**config.mk**
```make
export PLATFORM = sky130hd
export DESIGN_NAME = spsp_port
export DESIGN_NICKNAME = d
export VERILOG_FILES = /design/src/rtl/spsp_blink.v /design/src/rtl/spsp_port.v
export VERILOG_INCLUDE_DIRS = /design/src /design/src/rtl
export SDC_FILE = /design/constraint.sdc
export NUM_CORES = 1
export LEC_CHECK = 0
export CORE_AREA = 2 2 74 76
export DETAILED_ROUTE_END_ITERATION = 10
export DIE_AREA = 0 0 76 78
export DONT_BUFFER_PORTS = 1
export GPL_ROUTABILITY_DRIVEN = 0
export MAX_ROUTING_LAYER = met4
export PLACE_DENSITY = 0.78
export SLEW_MARGIN = 20
export SYNTH_ARGS = -nofsm -noshare
export SYNTH_HDL_FRONTEND = slang
export SYNTH_SLANG_ARGS = --single-unit
```
**constraint.sdc**
```tcl
create_clock -name sys_clk -period 1.5 [get_ports sys_clk]
set_input_delay 0.225 -clock sys_clk [delete_from_list [all_inputs] [get_ports sys_clk]]
set_output_delay 0.225 -clock sys_clk [all_outputs]
set_load 0.05 [all_outputs]
```
**src/rtl/spsp_defs.vh**
```
// Constants for the spectrometer serial status port.
// Assumes inclusion by bare name from the rtl/ design files.
`ifndef SPSP_DEFS_VH
`define SPSP_DEFS_VH

// ----------------------------------------
// Clock and serial timing
// ----------------------------------------
`define SPSP_CLK_PERIOD_NS   50
`define SPSP_SCLK_MIN_NS     100
`define SPSP_SCLK_MAX_NS     1000
`define SPSP_LEAD_NS         4000
`define SPSP_GAP_NS          5000

// ----------------------------------------
// Byte framing
// ----------------------------------------
`define SPSP_BYTE_BITS       8
`define SPSP_BIT_CNT_W       3
`define SPSP_BIT_LAST        3'h7
`define SPSP_BIT_MSB         7
`define SPSP_IDLE_BYTE       8'h00
`define SPSP_SCLK_HIST_IDLE  3'h0
`define SPSP_CS_HIST_IDLE    2'h3

// ----------------------------------------
// Indicator pulse timing
// ----------------------------------------
`define SPSP_BLINK_NS        250000000
`define SPSP_BLINK_W         24

`endif

```
**src/rtl/spsp_blink.v**
```verilog
// Free running square wave used to pulse the red indicator.
// Assumes sys_clk at the rate given in the constants header.
`timescale 1ns/10ps
`default_nettype none
`include "spsp_defs.vh"

module spsp_blink #(
  parameter HALF_CYCLES = `SPSP_BLINK_NS / `SPSP_CLK_PERIOD_NS
) (
  // Clock and reset
  input  wire sys_clk,
  input  wire rst_n,
  // Square wave
  output reg  wave_ff
);

  reg [`SPSP_BLINK_W-1:0] cnt_ff;
  wire                    cnt_end;

  assign cnt_end = (cnt_ff == HALF_CYCLES[`SPSP_BLINK_W-1:0] - 1'b1);

  // ----------------------------------------
  // Half period counter
  // ----------------------------------------
  always @(posedge sys_clk) begin
    if (!rst_n) begin
      cnt_ff  <= {`SPSP_BLINK_W{1'b0}};
      wave_ff <= 1'b0;
    end else if (cnt_end) begin
      cnt_ff  <= {`SPSP_BLINK_W{1'b0}};
      wave_ff <= ~wave_ff;
    end else begin
      cnt_ff  <= cnt_ff + 1'b1;
    end
  end

endmodule // spsp_blink

`default_nettype wire

```
**src/rtl/spsp_port.v**
```verilog
// Serial peripheral port of the spectrometer with state indicators.
// Assumes serial pins synchronous to sys_clk (sampled in its domain).
//
// What this block does
// - Four lines: data in, out, clock, select.
// - Mode 1: idle low, launch rise, sample fall.
// - Low reset input returns initial state.
// - Both lit uninitialised; green alone when idle.
// - Exposure green plus red pulse; bootloader red pulse.
// - Payload carries common command layer messages.
`timescale 1ns/10ps
`default_nettype none
`include "spsp_defs.vh"

module spsp_port #(
  parameter BYTE_BITS   = `SPSP_BYTE_BITS,
  parameter BLINK_HALF  = `SPSP_BLINK_NS / `SPSP_CLK_PERIOD_NS
) (
  // Clock and device reset
  input  wire                 sys_clk,
  input  wire                 rst_n,
  // Serial pins
  input  wire                 spi_sclk,
  input  wire                 spi_cs_n,
  input  wire                 spi_pico,
  output reg                  spi_poci_ff,
  output reg                  spi_poci_oe_ff,
  // Message layer, received byte
  output reg  [BYTE_BITS-1:0] rx_byte_ff,
  output reg                  rx_valid_ff,
  // Message layer, byte to send
  input  wire [BYTE_BITS-1:0] tx_byte,
  output reg                  tx_taken_ff,
  // Frame markers
  output reg                  frame_start_ff,
  output reg                  frame_end_ff,
  // Device state for indicators
  input  wire                 dev_ready,
  input  wire                 dev_exposing,
  input  wire                 dev_boot,
  output reg                  led_red_ff,
  output reg                  led_green_ff
);

  // Indicator states, one-hot
  localparam [3:0] ST_INIT = 4'h1;
  localparam [3:0] ST_IDLE = 4'h2;
  localparam [3:0] ST_EXPO = 4'h4;
  localparam [3:0] ST_BOOT = 4'h8;

  reg [2:0]               sclk_sh_ff;
  reg [1:0]               cs_sh_ff;
  reg [BYTE_BITS-1:0]     rx_sh_ff;
  reg [BYTE_BITS-1:0]     tx_sh_ff;
  reg [`SPSP_BIT_CNT_W-1:0] bit_cnt_ff;
  reg [3:0]               state_ff;
  reg [3:0]               nxt_state;
  wire                    blink;
  wire                    sclk_rise;
  wire                    sclk_fall;
  wire                    cs_fall;
  wire                    cs_rise;
  wire                    active;

  // ----------------------------------------
  // Helpers
  // ----------------------------------------
  // Level went high between the older and newer tap
  function edge_up;
    input now_lvl;
    input old_lvl;
    edge_up = now_lvl & ~old_lvl;
  endfunction

  // Level went low between the older and newer tap
  function edge_down;
    input now_lvl;
    input old_lvl;
    edge_down = ~now_lvl & old_lvl;
  endfunction

  // New bit enters at the low end, so the first bit ends as MSB
  function [BYTE_BITS-1:0] shift_in;
    input [BYTE_BITS-1:0] cur;
    input                 bit_in;
    shift_in = {cur[BYTE_BITS-2:0], bit_in};
  endfunction

  // ----------------------------------------
  // Edge detection on pins
  // ----------------------------------------
  // Pins are synchronous; an extra stage only gives edge history
  assign sclk_rise = edge_up(sclk_sh_ff[1], sclk_sh_ff[2]);
  assign sclk_fall = edge_down(sclk_sh_ff[1], sclk_sh_ff[2]);
  assign cs_fall   = edge_down(cs_sh_ff[0], cs_sh_ff[1]);
  assign cs_rise   = edge_up(cs_sh_ff[0], cs_sh_ff[1]);
  assign active    = ~cs_sh_ff[0];

  always @(posedge sys_clk) begin
    if (!rst_n) begin
      // History reset to idle pin levels: no false edge after reset
      sclk_sh_ff <= `SPSP_SCLK_HIST_IDLE;
      cs_sh_ff   <= `SPSP_CS_HIST_IDLE;
    end else begin
      sclk_sh_ff <= {sclk_sh_ff[1:0], spi_sclk};
      cs_sh_ff   <= {cs_sh_ff[0], spi_cs_n};
    end
  end

  // ----------------------------------------
  // Shift engine
  // ----------------------------------------
  // Launch on rise, sample on fall; relies on slow serial clock
  always @(posedge sys_clk) begin
    if (!rst_n) begin
      rx_sh_ff       <= `SPSP_IDLE_BYTE;
      tx_sh_ff       <= `SPSP_IDLE_BYTE;
      bit_cnt_ff     <= {`SPSP_BIT_CNT_W{1'b0}};
      rx_byte_ff     <= `SPSP_IDLE_BYTE;
      rx_valid_ff    <= 1'b0;
      tx_taken_ff    <= 1'b0;
      spi_poci_ff    <= 1'b0;
      spi_poci_oe_ff <= 1'b0;
      frame_start_ff <= 1'b0;
      frame_end_ff   <= 1'b0;
    end else begin
      rx_valid_ff    <= 1'b0;
      tx_taken_ff    <= 1'b0;
      frame_start_ff <= cs_fall;
      frame_end_ff   <= cs_rise;
      // Pin released whenever select is high, so a shared line stays free
      spi_poci_oe_ff <= active;
      if (cs_fall) begin
        // Lead time is long, so byte is loaded before first edge
        bit_cnt_ff  <= {`SPSP_BIT_CNT_W{1'b0}};
        tx_sh_ff    <= tx_byte;
        tx_taken_ff <= 1'b1;
      end else if (active && sclk_rise) begin
        // Leading edge puts the next bit out, MSB first
        spi_poci_ff <= tx_sh_ff[`SPSP_BIT_MSB];
        tx_sh_ff    <= shift_in(tx_sh_ff, 1'b0);
      end else if (active && sclk_fall) begin
        rx_sh_ff   <= shift_in(rx_sh_ff, spi_pico);
        bit_cnt_ff <= bit_cnt_ff + 1'b1;
        if (bit_cnt_ff == `SPSP_BIT_LAST) begin
          // Whole byte in: hand up and reload for the next
          rx_byte_ff  <= shift_in(rx_sh_ff, spi_pico);
          rx_valid_ff <= 1'b1;
          tx_sh_ff    <= tx_byte;
          tx_taken_ff <= 1'b1;
        end
      end else if (cs_rise) begin
        // Partial byte is dropped at frame end
        bit_cnt_ff  <= {`SPSP_BIT_CNT_W{1'b0}};
        spi_poci_ff <= 1'b0;
      end
    end
  end

  // ----------------------------------------
  // Indicator state machine
  // ----------------------------------------
  always @* begin
    nxt_state = state_ff;
    case (state_ff)
      ST_INIT: if (dev_boot) nxt_state = ST_BOOT;
               else if (dev_ready) nxt_state = ST_IDLE;
      ST_IDLE: if (dev_boot) nxt_state = ST_BOOT;
               else if (dev_exposing) nxt_state = ST_EXPO;
      ST_EXPO: if (dev_boot) nxt_state = ST_BOOT;
               else if (!dev_exposing) nxt_state = ST_IDLE;
      ST_BOOT: if (!dev_boot) nxt_state = dev_ready ? ST_IDLE : ST_INIT;
      default: nxt_state = ST_INIT;
    endcase
  end

  spsp_blink #(
    .HALF_CYCLES (BLINK_HALF)
  ) u_blink (
    .sys_clk (sys_clk),
    .rst_n   (rst_n),
    .wave_ff (blink)
  );

  // Lamps registered from next state; reset shows the uninitialised pair
  always @(posedge sys_clk) begin
    if (!rst_n) begin
      state_ff     <= ST_INIT;
      led_red_ff   <= 1'b1;
      led_green_ff <= 1'b1;
    end else begin
      state_ff <= nxt_state;
      case (nxt_state)
        ST_INIT: begin
          led_red_ff   <= 1'b1;
          led_green_ff <= 1'b1;
        end
        ST_IDLE: begin
          led_red_ff   <= 1'b0;
          led_green_ff <= 1'b1;
        end
        ST_EXPO: begin
          led_red_ff   <= blink;
          led_green_ff <= 1'b1;
        end
        ST_BOOT: begin
          led_red_ff   <= blink;
          led_green_ff <= 1'b0;
        end
        default: begin
          led_red_ff   <= 1'b1;
          led_green_ff <= 1'b1;
        end
      endcase
    end
  end

endmodule // spsp_port

`default_nettype wire

```
; ---- After elaboration in Yosys (flattened, before gate mapping)
; Index checks and enable logic that the tools add are counted.
[totals]
latchBits = 0
output_inout_bits = 16
input_bits = 16
ramBits = 0
reg_bits = 68
rom_bits = 0
word_cells = 79
n_memories = 0
[op_classes]
bitwise_logic = 12
order_cmp = 0
n_addsub = 2
eq_ne = 10
n_reduce_logical = 14
shifts = 0
mux = 24
div_mod_pow = 0
mul = 0
[op_table]
columns = op, n
row1 = $mux 8, 4
row2 = $mux 4, 7
row3 = $add 24x1->24 const B, 1
row4 = $eq 24x23->1 const B, 1
row5 = $pmux 4 s4, 1
row6 = $eq 4x2->1 const B, 2
row7 = $eq 4x3->1 const B, 2
row8 = $eq 4x4->1 const B, 2
row9 = $mux 1, 8
row10 = $not 1->1, 8
row11 = $mux 3, 2
row12 = $reduce_and 3->1, 2
row13 = $reduce_bool 3->1, 2
row14 = $reduce_or 2->1, 3
row15 = $and 1x1->1, 4
row16 = $eq 4x1->1 const B, 1
row17 = $reduce_and 2->1, 2
row18 = $reduce_and 4->1, 1
row19 = $reduce_bool 2->1, 2
row20 = $add 3x1->3 const B, 1
row21 = $eq 3x3->1 const B, 1
row22 = $logic_and 1x1->1, 2
row23 = $mux 2, 1
row24 = $ne 2x2->1 const B, 1
row25 = $pmux 1 s2, 1

; ---- Longest topological paths before layout
; Gate-level depths: netlist of run 1.
[depth]
ltp_word = 6
depth_mapped = 8
mapped_depth_nobuf = 7

; ---- Hierarchy
; From an unflattened synthesis of run 1, not the netlist that was laid out.
[hier_totals]
hier_cells = 315
area_unflattened_um2 = 2905.3
[modules_own_cells]
columns = mod, cells_each, n_inst, area_each_um2
row1 = spsp_port, 184, 1, 1776.7
row2 = spsp_blink, 131, 1, 1128.6

; ---- Worst setup path after synthesis of run 1
; No wires, ideal clock.
[synth_path]
path_type = register -> register
start = register bit_cnt_ff[0]
end = register tx_sh_ff[0]
path_slack_ps = -75
arrival_time_ps = 1443
t_required_ps = 1368
period_less_slack_ps = 1575
path_stages_with_launch = 9
path_buffers = 1
setup_time_ps = 132
path_cell_list = dfxtp_1 -> ha_1 -> ha_1 -> and3b_1 -> nor3_1 -> nor2_1 -> buf_2 -> nand3b_1 -> a21oi_1
[synth_via]
elab_chain_len = 3
[synth_lines]
columns = item, line
row1 = start: declaration, spsp_port.v:55  ; reg [`SPSP_BIT_CNT_W-1:0] bit_cnt_ff;
row2 = start signal: assignment, spsp_port.v:118  ; bit_cnt_ff <= {`SPSP_BIT_CNT_W{1'b0}};
row3 = start signal: assignment, spsp_port.v:135  ; bit_cnt_ff <= {`SPSP_BIT_CNT_W{1'b0}};
row4 = start signal: assignment, spsp_port.v:144  ; bit_cnt_ff <= bit_cnt_ff + 1'b1;
row5 = $eq 3x3->1 (no line), -
row6 = $reduce_bool 3->1 (no line), -
row7 = $reduce_and 2->1 (no line), -
row8 = end signal: assignment, spsp_port.v:117  ; tx_sh_ff <= `SPSP_IDLE_BYTE;
row9 = end signal: assignment, spsp_port.v:136  ; tx_sh_ff <= tx_byte;
row10 = end signal: assignment, spsp_port.v:141  ; tx_sh_ff <= shift_in(tx_sh_ff, 1'b0);
row11 = end: declaration, spsp_port.v:54  ; reg [BYTE_BITS-1:0] tx_sh_ff;
; Every way passes these cells.
; A chain may end at the register's enable or synchronous reset.

; ---- Final worst setup path of run 1
[layout_path]
start = register u_blink.cnt_ff[20]
end = register u_blink.wave_ff
[layout_via]
elab_chain_len = 1
[layout_lines]
columns = item, line
row1 = start: declaration, spsp_blink.v:17  ; reg [`SPSP_BLINK_W-1:0] cnt_ff;
row2 = start signal: assignment, spsp_blink.v:27  ; cnt_ff <= {`SPSP_BLINK_W{1'b0}};
row3 = start signal: assignment, spsp_blink.v:30  ; cnt_ff <= {`SPSP_BLINK_W{1'b0}};
row4 = start signal: assignment, spsp_blink.v:33  ; cnt_ff <= cnt_ff + 1'b1;
row5 = $eq 24x23->1, spsp_blink.v:20  ; assign cnt_end = (cnt_ff == HALF_CYCLES[`SPSP_BLINK_W-1:0] - 1'b1);
row6 = end signal: assignment, spsp_blink.v:31  ; wave_ff <= ~wave_ff;
row7 = end: declaration, spsp_blink.v:14  ; output reg wave_ff
; Every way passes these cells.

==> qor.yml, run 1 <==
status: "finished with violations"
p_clk_share_pct: 40.1
grt_pass1_vias: 2262
die_area_um2: 5930
drt_wl_total_mm: 6.02
p_int_mw: 2.70
n_antenna_cell: 0
critical_path_class: "reg -> reg"
leakagePower_nw: 1.36
slew_viol_final: 0
hold_path_class: "in -> reg"
clock_skew_ns: 0.00778
most-common-layout-cells: "53 x dfxtp_1, 49 x nor2_1, 41 x buf_4, 20 x nand2_1, 18 x nand3_1"
synth_area_um2: 2800
clkSlewWorstSetupHoldPaths_ns: 0.07
fin_ws_ns: -0.0725
synth-seq-cells: 68
via_count: 2298
critPathMaxFanout: 4
grt_max_degree: 19
nets: 378
synth.yosys.warnings: 0
gr-total-overflow: 0
power_frac_seq_pct: 54.3
antenna_found_initial: 0
drtIter0Drc: 107
utilization_pct: 72.0
ys_seq_area_share_pct: 48.6
holdPathStages: 1
crit_required_ns: 1.71
clock-root-buffer: "clkbuf_8"
grt_pass1_wl_mm: 10.1
r2r-end: "u_blink.wave_ff"
core_um2: 5040
ant_nets: 0
cts.sinks: 68
cp.arrival_ns: 1.79
setup_viol: 32
synth.avg_cell_area_um2: 9.09
htree_levels: 3
maxCapViolations: 0
place_ws_ns: -0.220
synth_ff_type: "dfxtp_1"
yosysTopAreaCell: "dfxtp_1"
area_delta_synth_final_pct: 29.7
combPwrFrac_pct: 5.7
synth_cells: 308
switching_share_pct: 23.6
syn-num-nets: 327
synth_edf_count: 0
wl_per_cell_um: 13.9
synthArstFlopShare_pct: 0
remaining_drc_errors: 0
grt_setup_unrepaired: "true"
reg2reg_from: "u_blink.cnt_ff[20]"
r2r.worst_path.cells: 6
insertion_delay_ns: 0.34
power_density_nw_per_um2: 973
viasPerCell: 5.29
layout_commonest_cell: "dfxtp_1"
worstMarginPinSlew_ns: 0.520
cts_buffers: 9
port_buffers: 0
end_kind: "flip-flop"
synthTopCellsByArea: "dfxtp_1 49%, nor2_1 8.0%, mux2i_1 5.0%"
die_h_um: 78
finalCritPeriodShare_pct: 105
drive_gt1_share_pct: 29.9
firstDrtPassIters: 4
io_pins: 32
row_count: 26
synthDistinctLibCells: 35
dpl_cell_area_um2: 3130
switching_power_mw: 0.835
grt_usage_pct: 22.0
r2r_slack_ns: -0.07
worst_ir_drop_vdd_mv: 0.817
hold_end: "sclk_sh_ff[0]"
max_slew_margin_pct: 65.3
cts_tree: "yes"
failed_checks: "setup timing"
n_fill_cell: 351
layout_min_cycle_time_ns: 1.57
critPathLaunchType: "flip-flop"
hold_viol_final: 0
initial_core_util_pct: 55.5
p_total_mw: 3.53
clock_path_buffers: 2
tns_ns: -1.40
min_from: "rst_n"
synth_top_area_share_pct: 48.6
fin_area_um2: 3630
place_hpwl_mm: 3.50
dieWidth_um: 76
fmax_mhz: 636
[worst max path at each step]
| stage | from | end | slack, ns | depth (start not counted) |
|---|---|---|---|---|
| 2_1_floorplan | u_blink.cnt_ff[10] | u_blink.cnt_ff[12] | 0.001 | 6 |
| 4_1_cts | bit_cnt_ff[1] | tx_sh_ff[6] | -0.06 | 7 |
| 5_1_grt | bit_cnt_ff[1] | tx_sh_ff[3] | -0.17 | 6 |
| 3_5_place_dp | bit_cnt_ff[0] | tx_sh_ff[1] | -0.22 | 7 |
| 3_3_place_gp | bit_cnt_ff[0] | tx_sh_ff[7] | -0.09 | 7 |
| 6_report | u_blink.cnt_ff[20] | u_blink.wave_ff | -0.07 | 6 |
[logic make-up after synthesis]
group / synth area share (%)
adders and majority gates: 1.34
xor gates and xnor gates: 7.51
muxes: 5.00
and+or+nand+nor: 28.2
AOI/OAI and AO/OA: 6.48
buffers and inverters: 2.81
DFF: 48.6
[power by group through the flow]
stage          sequential [mW]  combinational [mW]  clock [mW]
6_report                  1.92               0.200        1.42
5_1_grt                   1.92               0.224        1.53
4_1_cts                   1.91               0.184        1.43
3_5_place_dp              1.95               0.162           0
3_3_place_gp              1.95               0.154           0
2_1_floorplan             1.95               0.131           0
[per-stage QoR]
stage | instances | hold slack (ns)
finish | 434 | 0.00810
global route | 434 | 0.00106
detailed placement | 402 | 0.293
global placement | 402 | 0.292
CTS | 426 | 0.00196
floorplan | 308 | 0.298
[sequential cells by signal, indices dropped and copies added (netlist names), 2 cells and up]
| name | cells |
|---|---|
| rx_sh_ff | 7 |
| bit_cnt_ff | 3 |
| tx_sh_ff | 8 |
| state_ff | 4 |
| cs_sh_ff | 2 |
| u_blink.cnt_ff | 24 |
| sclk_sh_ff | 3 |
| rx_byte_ff | 8 |
[routing by layer]
layer	vias up	wire, um	track usage [%]
met5	-	0	-
met4	0	150	9.64
met3	19	274	7.09
met2	52	3050	37.3
met1	1067	2550	23.8
li1	1160	-	-
[cell usage after synthesis, types with 7 or more instances]
library cell	instances
xnor2_1	11
a21oi_1	14
nor2_1	60
dfxtp_1	68
nand2b_1	7
nand3_1	18
a211oi_1	9
o21ai_0	7
xor2_1	13
mux2i_1	14
nand2_1	23
[worst max-delay path, stage by stage, from the launching register on]
cell and delay (ns):
dfxtp_2 0.34, nor4b_4 0.26, nand2_1 0.13, nor4_4 0.39
buf_4 0.18, xnor2_2 0.09, nor2_1 0.05
[what timing repair did]
item	4_1_cts	5_1_grt
resized for setup	27	25
endpoints found under the setup margin	32	33
pin swaps	14	14
setup buffers	3	6
gates cloned	2	1
hold buffers	3	1
endpoints found under the hold margin	4	1
[layout make-up]
cell class	instances	area, um^2	share of cell area (%)
tap	70	87.6	2.41
inverter	5	18.8	0.517
clock inverter	5	52.6	1.45
timing repair buffer	48	390	10.8
clock buffer	11	131	3.62
multi-input combinational	227	1570	43.2
sequential	68	1380	38.0
Note: power is estimated with default switching activity, not from simulation.
==> run 2: changes to the inputs <==
CELL_PAD_IN_SITES_DETAIL_PLACEMENT = 1   (was unset)
CELL_PAD_IN_SITES_GLOBAL_PLACEMENT = 1   (was unset)
CORE_AREA = 2 2 84 86   (was 2 2 74 76)
DIE_AREA = 0 0 86 88   (was 0 0 76 78)
==> qor.yml, run 2 (same netlist as run 1, synthesis figures left out) <==
via_count: 2348
critPathMaxFanout: 6
end_kind: "flip-flop"
largest_register: "u_blink.cnt_ff"
use_met3_pct: 6.69
clock_path_buffers: 2
dp_cells: 417
most-common-layout-cells: "51 x dfxtp_1, 48 x nor2_1, 41 x buf_4, 20 x nand2_1, 18 x nand3_1"
status: "finished with violations"
finalCritPeriodShare_pct: 106
setup_viol: 32
hold_path_class: "in -> reg"
clkSlewWorstSetupHoldPaths_ns: 0.07
grt_pass1_vias: 2534
power_density_nw_per_um2: 978
layout_min_cycle_time_ns: 1.59
die_area_um2: 7570
worst_ir_drop_vdd_mv: 0.556
io_pins: 32
hold_viol_final: 0
drtIter0Drc: 105
gr-total-overflow: 0
max_slew_margin_pct: 66.9
top_usage_layer: "met2"
fin_cells: 445
grt_pass1_wl_mm: 12.0
maxCapViolations: 0
cts_buffers: 9
reg.largest.list: "u_blink.cnt_ff (24), rx_byte_ff (8), tx_sh_ff (8)"
fin_ws_ns: -0.0878
row_count: 30
core_um2: 6640
clock-root-buffer: "clkbuf_8"
critPathLaunchType: "flip-flop"
leakagePower_nw: 1.40
antenna_found_initial: 0
cts.sinks: 68
grt_max_degree: 22
largest_reg_flops: 24
failed_checks: "setup timing"
worstMarginPinSlew_ns: 0.496
ant_nets: 0
htree_levels: 3
critical_path_class: "reg -> reg"
drive_gt1_share_pct: 32.9
cts_tree: "yes"
clock_skew_ns: 0.00559
wl_per_cell_um: 16.6
cp.arrival_ns: 1.82
drt_wl_total_mm: 7.37
fmax_mhz: 630
grt_setup_unrepaired: "true"
nets: 379
grt_use_met1_pct: 21.5
firstDrtPassIters: 4
port_buffers: 0
slew_viol_final: 0
initial_core_util_pct: 42.1
dieWidth_um: 86
grtUsageMet2_pct: 39.0
place_hpwl_mm: 4.51
grt_usage_pct: 21.3
insertion_delay_ns: 0.34
area_delta_synth_final_pct: 33.1
crit_required_ns: 1.73
viasPerCell: 5.28
remaining_drc_errors: 0
die_h_um: 88
layout_commonest_cell: "dfxtp_1"
n_fill_cell: 755
utilization_pct: 56.1
tns_ns: -1.84
whs_ns: 0.0236
n_antenna_cell: 0
run 2: cell count changes in the layout (fill, tap and decap cells not counted), sizes merged:
cell | before | now
clkinv | 3 | 0
clkbuf | 11 | 13
buf | 44 | 45
clkdlybuf4s15 | 0 | 1
clkinvlp | 1 | 2
dlygate4sd3 | 4 | 3
run 2: final timing paths:
path	from	to	slack, ns	cells after the start
setup reg to reg	u_blink.cnt_ff[21]	u_blink.cnt_ff[12]	-0.09	6
hold reg to reg	sclk_sh_ff[0]	sclk_sh_ff[1]	0.44	1
setup / recovery	u_blink.cnt_ff[21]	u_blink.cnt_ff[12]	-0.09	6
hold / removal	rst_n	sclk_sh_ff[0]	0.02	1
run 2: stage by stage:
stage                     worst slack (ns)  power, mW  cell area, um^2
after floorplan                    0.00125       2.08             2830
after global placement              -0.110       2.12             3190
after detailed placement            -0.236       2.13             3190
after CTS                          -0.0719       3.67             3620
after global routing                -0.180       3.81             3730
final                              -0.0878       3.65             3730
run 2: report_power, final:
group | switching (mW) | total [mW] | internal, mW
clock | 0.647 | 1.51 | 0.860
combinational | 0.120 | 0.219 | 0.0988
sequential | 0.0751 | 1.92 | 1.84
run 2: worst max-delay path, cell delays in order, from the launching register on:
cell and delay [ns]:
dfxtp_2 0.34, nor4b_4 0.31, nand2_2 0.11, nor4_4 0.33, buf_4 0.18, or2b_4 0.16
nor2_1 0.05
run 2: timing repair:
action                                  in CTS  in global routing
gates resized for setup                     37                 28
pin swaps                                   21                  7
hold buffers                                 3                  0
setup buffers                                4                  1
endpoints found under the hold margin        6                  0
endpoints found under the setup margin      32                 44
gates cloned                                 3                  1
run 2: area by class of cell:
cell class	instances	area [um^2]	share of cell area, %
multi-input cells	227	1600	43.0
flip-flops and latches	68	1390	37.3
repair buffers	49	412	11.0
clock buffers	13	159	4.26
well taps	80	100	2.69
clock inverters	3	45.0	1.21
inverters	5	18.8	0.504
run 2: per-layer routing:
layer,part of all wire [%],vias to the layer above
li1,-,1162
met1,41,1140
met2,55,38
met3,3.2,8
met4,1.5,0
met5,0,-
==> run 3: changes to the inputs <==
==> constraint.sdc (replaced) <==
create_clock -name sys_clk -period 1.5 [get_ports sys_clk]
set_input_delay 0.075 -clock sys_clk [delete_from_list [all_inputs] [get_ports sys_clk]]
set_output_delay 0.075 -clock sys_clk [all_outputs]
set_load 0.05 [all_outputs]
==> qor.yml, run 3 (same netlist as run 1, synthesis figures left out) <==
fin_area_um2: 3870
grt_pass1_vias: 2621
firstDrtPassIters: 4
clkSlewWorstSetupHoldPaths_ns: 0.07
via_count: 2542
power_density_nw_per_um2: 949
viasPerCell: 5.50
critPathLaunchType: "flip-flop"
clock-root-buffer: "clkbuf_8"
finalCritPeriodShare_pct: 109
utilization_pct: 58.3
gr-total-overflow: 0
place_hpwl_mm: 4.27
cts_buffers: 9
slew_viol_final: 0
grt_pass1_wl_mm: 12.4
dieWidth_um: 86
grt_usage_pct: 21.9
worst_ir_drop_vdd_mv: 0.691
crit_path_cell_trace: "nand4_1, buf_6, nor4_4, buf_4, nand3_1, xor2_1, nor2_1"
cp_num_buf_inv: 2
die_area_um2: 7570
multi_input_area_um2: 1630
layout_commonest_cell: "dfxtp_1"
failed_checks: "setup timing"
nets: 395
core_um2: 6640
largest_reg_flops: 24
port_buffers: 0
antenna_found_initial: 1
ff_latch_area_um2: 1390
initial_core_util_pct: 42.1
end_kind: "flip-flop"
reg.largest.list: "u_blink.cnt_ff (24), rx_byte_ff (8), tx_sh_ff (8)"
status: "finished with violations"
cts.sinks: 68
die_h_um: 88
fin_ws_ns: -0.137
io_pins: 32
grt_max_degree: 22
setup_viol: 32
insertion_delay_ns: 0.36
critical_path.max_stage_delay_ns: 0.37
crit_slowest_cell: "dfxtp_2"
hold_path_class: "in -> reg"
max_slew_margin_pct: 67.7
remaining_drc_errors: 0
critPathMaxFanout: 4
dpl_cell_area_um2: 3190
maxCapViolations: 0
clock_skew_ns: 0.0135
most-common-layout-cells: "50 x dfxtp_1, 45 x buf_4, 42 x nor2_1, 22 x nand2_1"
cts_tree: "yes"
leakagePower_nw: 1.46
layout_min_cycle_time_ns: 1.64
cp.arrival_ns: 1.88
clock_path_buffers: 2
critical_path_class: "reg -> reg"
n_fill_cell: 763
row_count: 30
wl_per_cell_um: 18.8
hold_viol_final: 0
grt_setup_unrepaired: "true"
htree_levels: 3
drive_gt1_share_pct: 34.6
cp_top_family: "simple AND/OR/NAND/NOR gates"
area_delta_synth_final_pct: 38.3
ant_nets: 0
crit_required_ns: 1.74
whs_ns: 0.0477
fmax_mhz: 611
drtIter0Drc: 55
largest_register: "u_blink.cnt_ff"
drt_wl_total_mm: 8.71
worstMarginPinSlew_ns: 0.484
==> run 3: worst paths after layout <==
check,slack [ns],endpoint,cells after the start,from
setup / recovery,-0.14,u_blink.cnt_ff[19],7,u_blink.cnt_ff[10]
hold / removal,0.05,u_blink.cnt_ff[3],2,rst_n
setup reg to reg,-0.14,u_blink.cnt_ff[19],7,u_blink.cnt_ff[10]
hold reg to reg,0.45,sclk_sh_ff[1],1,sclk_sh_ff[0]
==> run 3: power breakdown <==
part / total, mW / internal, mW / leakage, nW / switching [mW]
logic: 0.260 / 0.117 / 0.816 / 0.144
clock network: 1.49 / 0.764 / 0.0845 / 0.730
registers: 1.92 / 1.84 / 0.561 / 0.0765
total: 3.67 / 2.72 / 1.46 / 0.950
==> run 3: stage by stage <==
stage                     TNS [ns]  std cells  power, mW  setup WS (ns)
after floorplan                  0        308       2.08        0.00125
after global placement       -3.12        418       2.11         -0.118
after detailed placement     -4.68        418       2.12         -0.243
after CTS                    -1.34        456       3.63        -0.0849
after global routing         -4.16        462       3.80         -0.236
final                        -2.38        462       3.67         -0.137
==> run 3: timing repair <==
item / in CTS / in global routing
gates cloned: 3 / 2
hold endpoints to repair: 23 / 0
setup buffers: 4 / 3
pin swaps: 20 / 15
hold buffers: 15 / 0
resized for setup: 27 / 45
endpoints found under the setup margin: 32 / 51
==> run 3: area by class of cell <==
| type | count | share of cell area (%) |
|---|---|---|
| clock inverters | 6 | 1.68 |
| clock buffers | 10 | 3.30 |
| flip-flops and latches | 68 | 35.9 |
| well taps | 80 | 2.58 |
| multi-input cells | 228 | 42.0 |
| inverters | 5 | 0.485 |
| diodes | 1 | 0.0646 |
| repair buffers | 64 | 14.0 |
==> run 3: per-layer routing <==
| layer | GRT usage [%] | vias to the layer above | part of all wire (%) | routed length (um) |
|---|---|---|---|---|
| li1 | - | 1196 | - | - |
| met1 | 22.7 | 1277 | 40 | 3500 |
| met2 | 39.1 | 56 | 55 | 4780 |
| met3 | 7.07 | 13 | 3.3 | 289 |
| met4 | 7.65 | 0 | 1.5 | 133 |
| met5 | - | - | 0 | 0 |
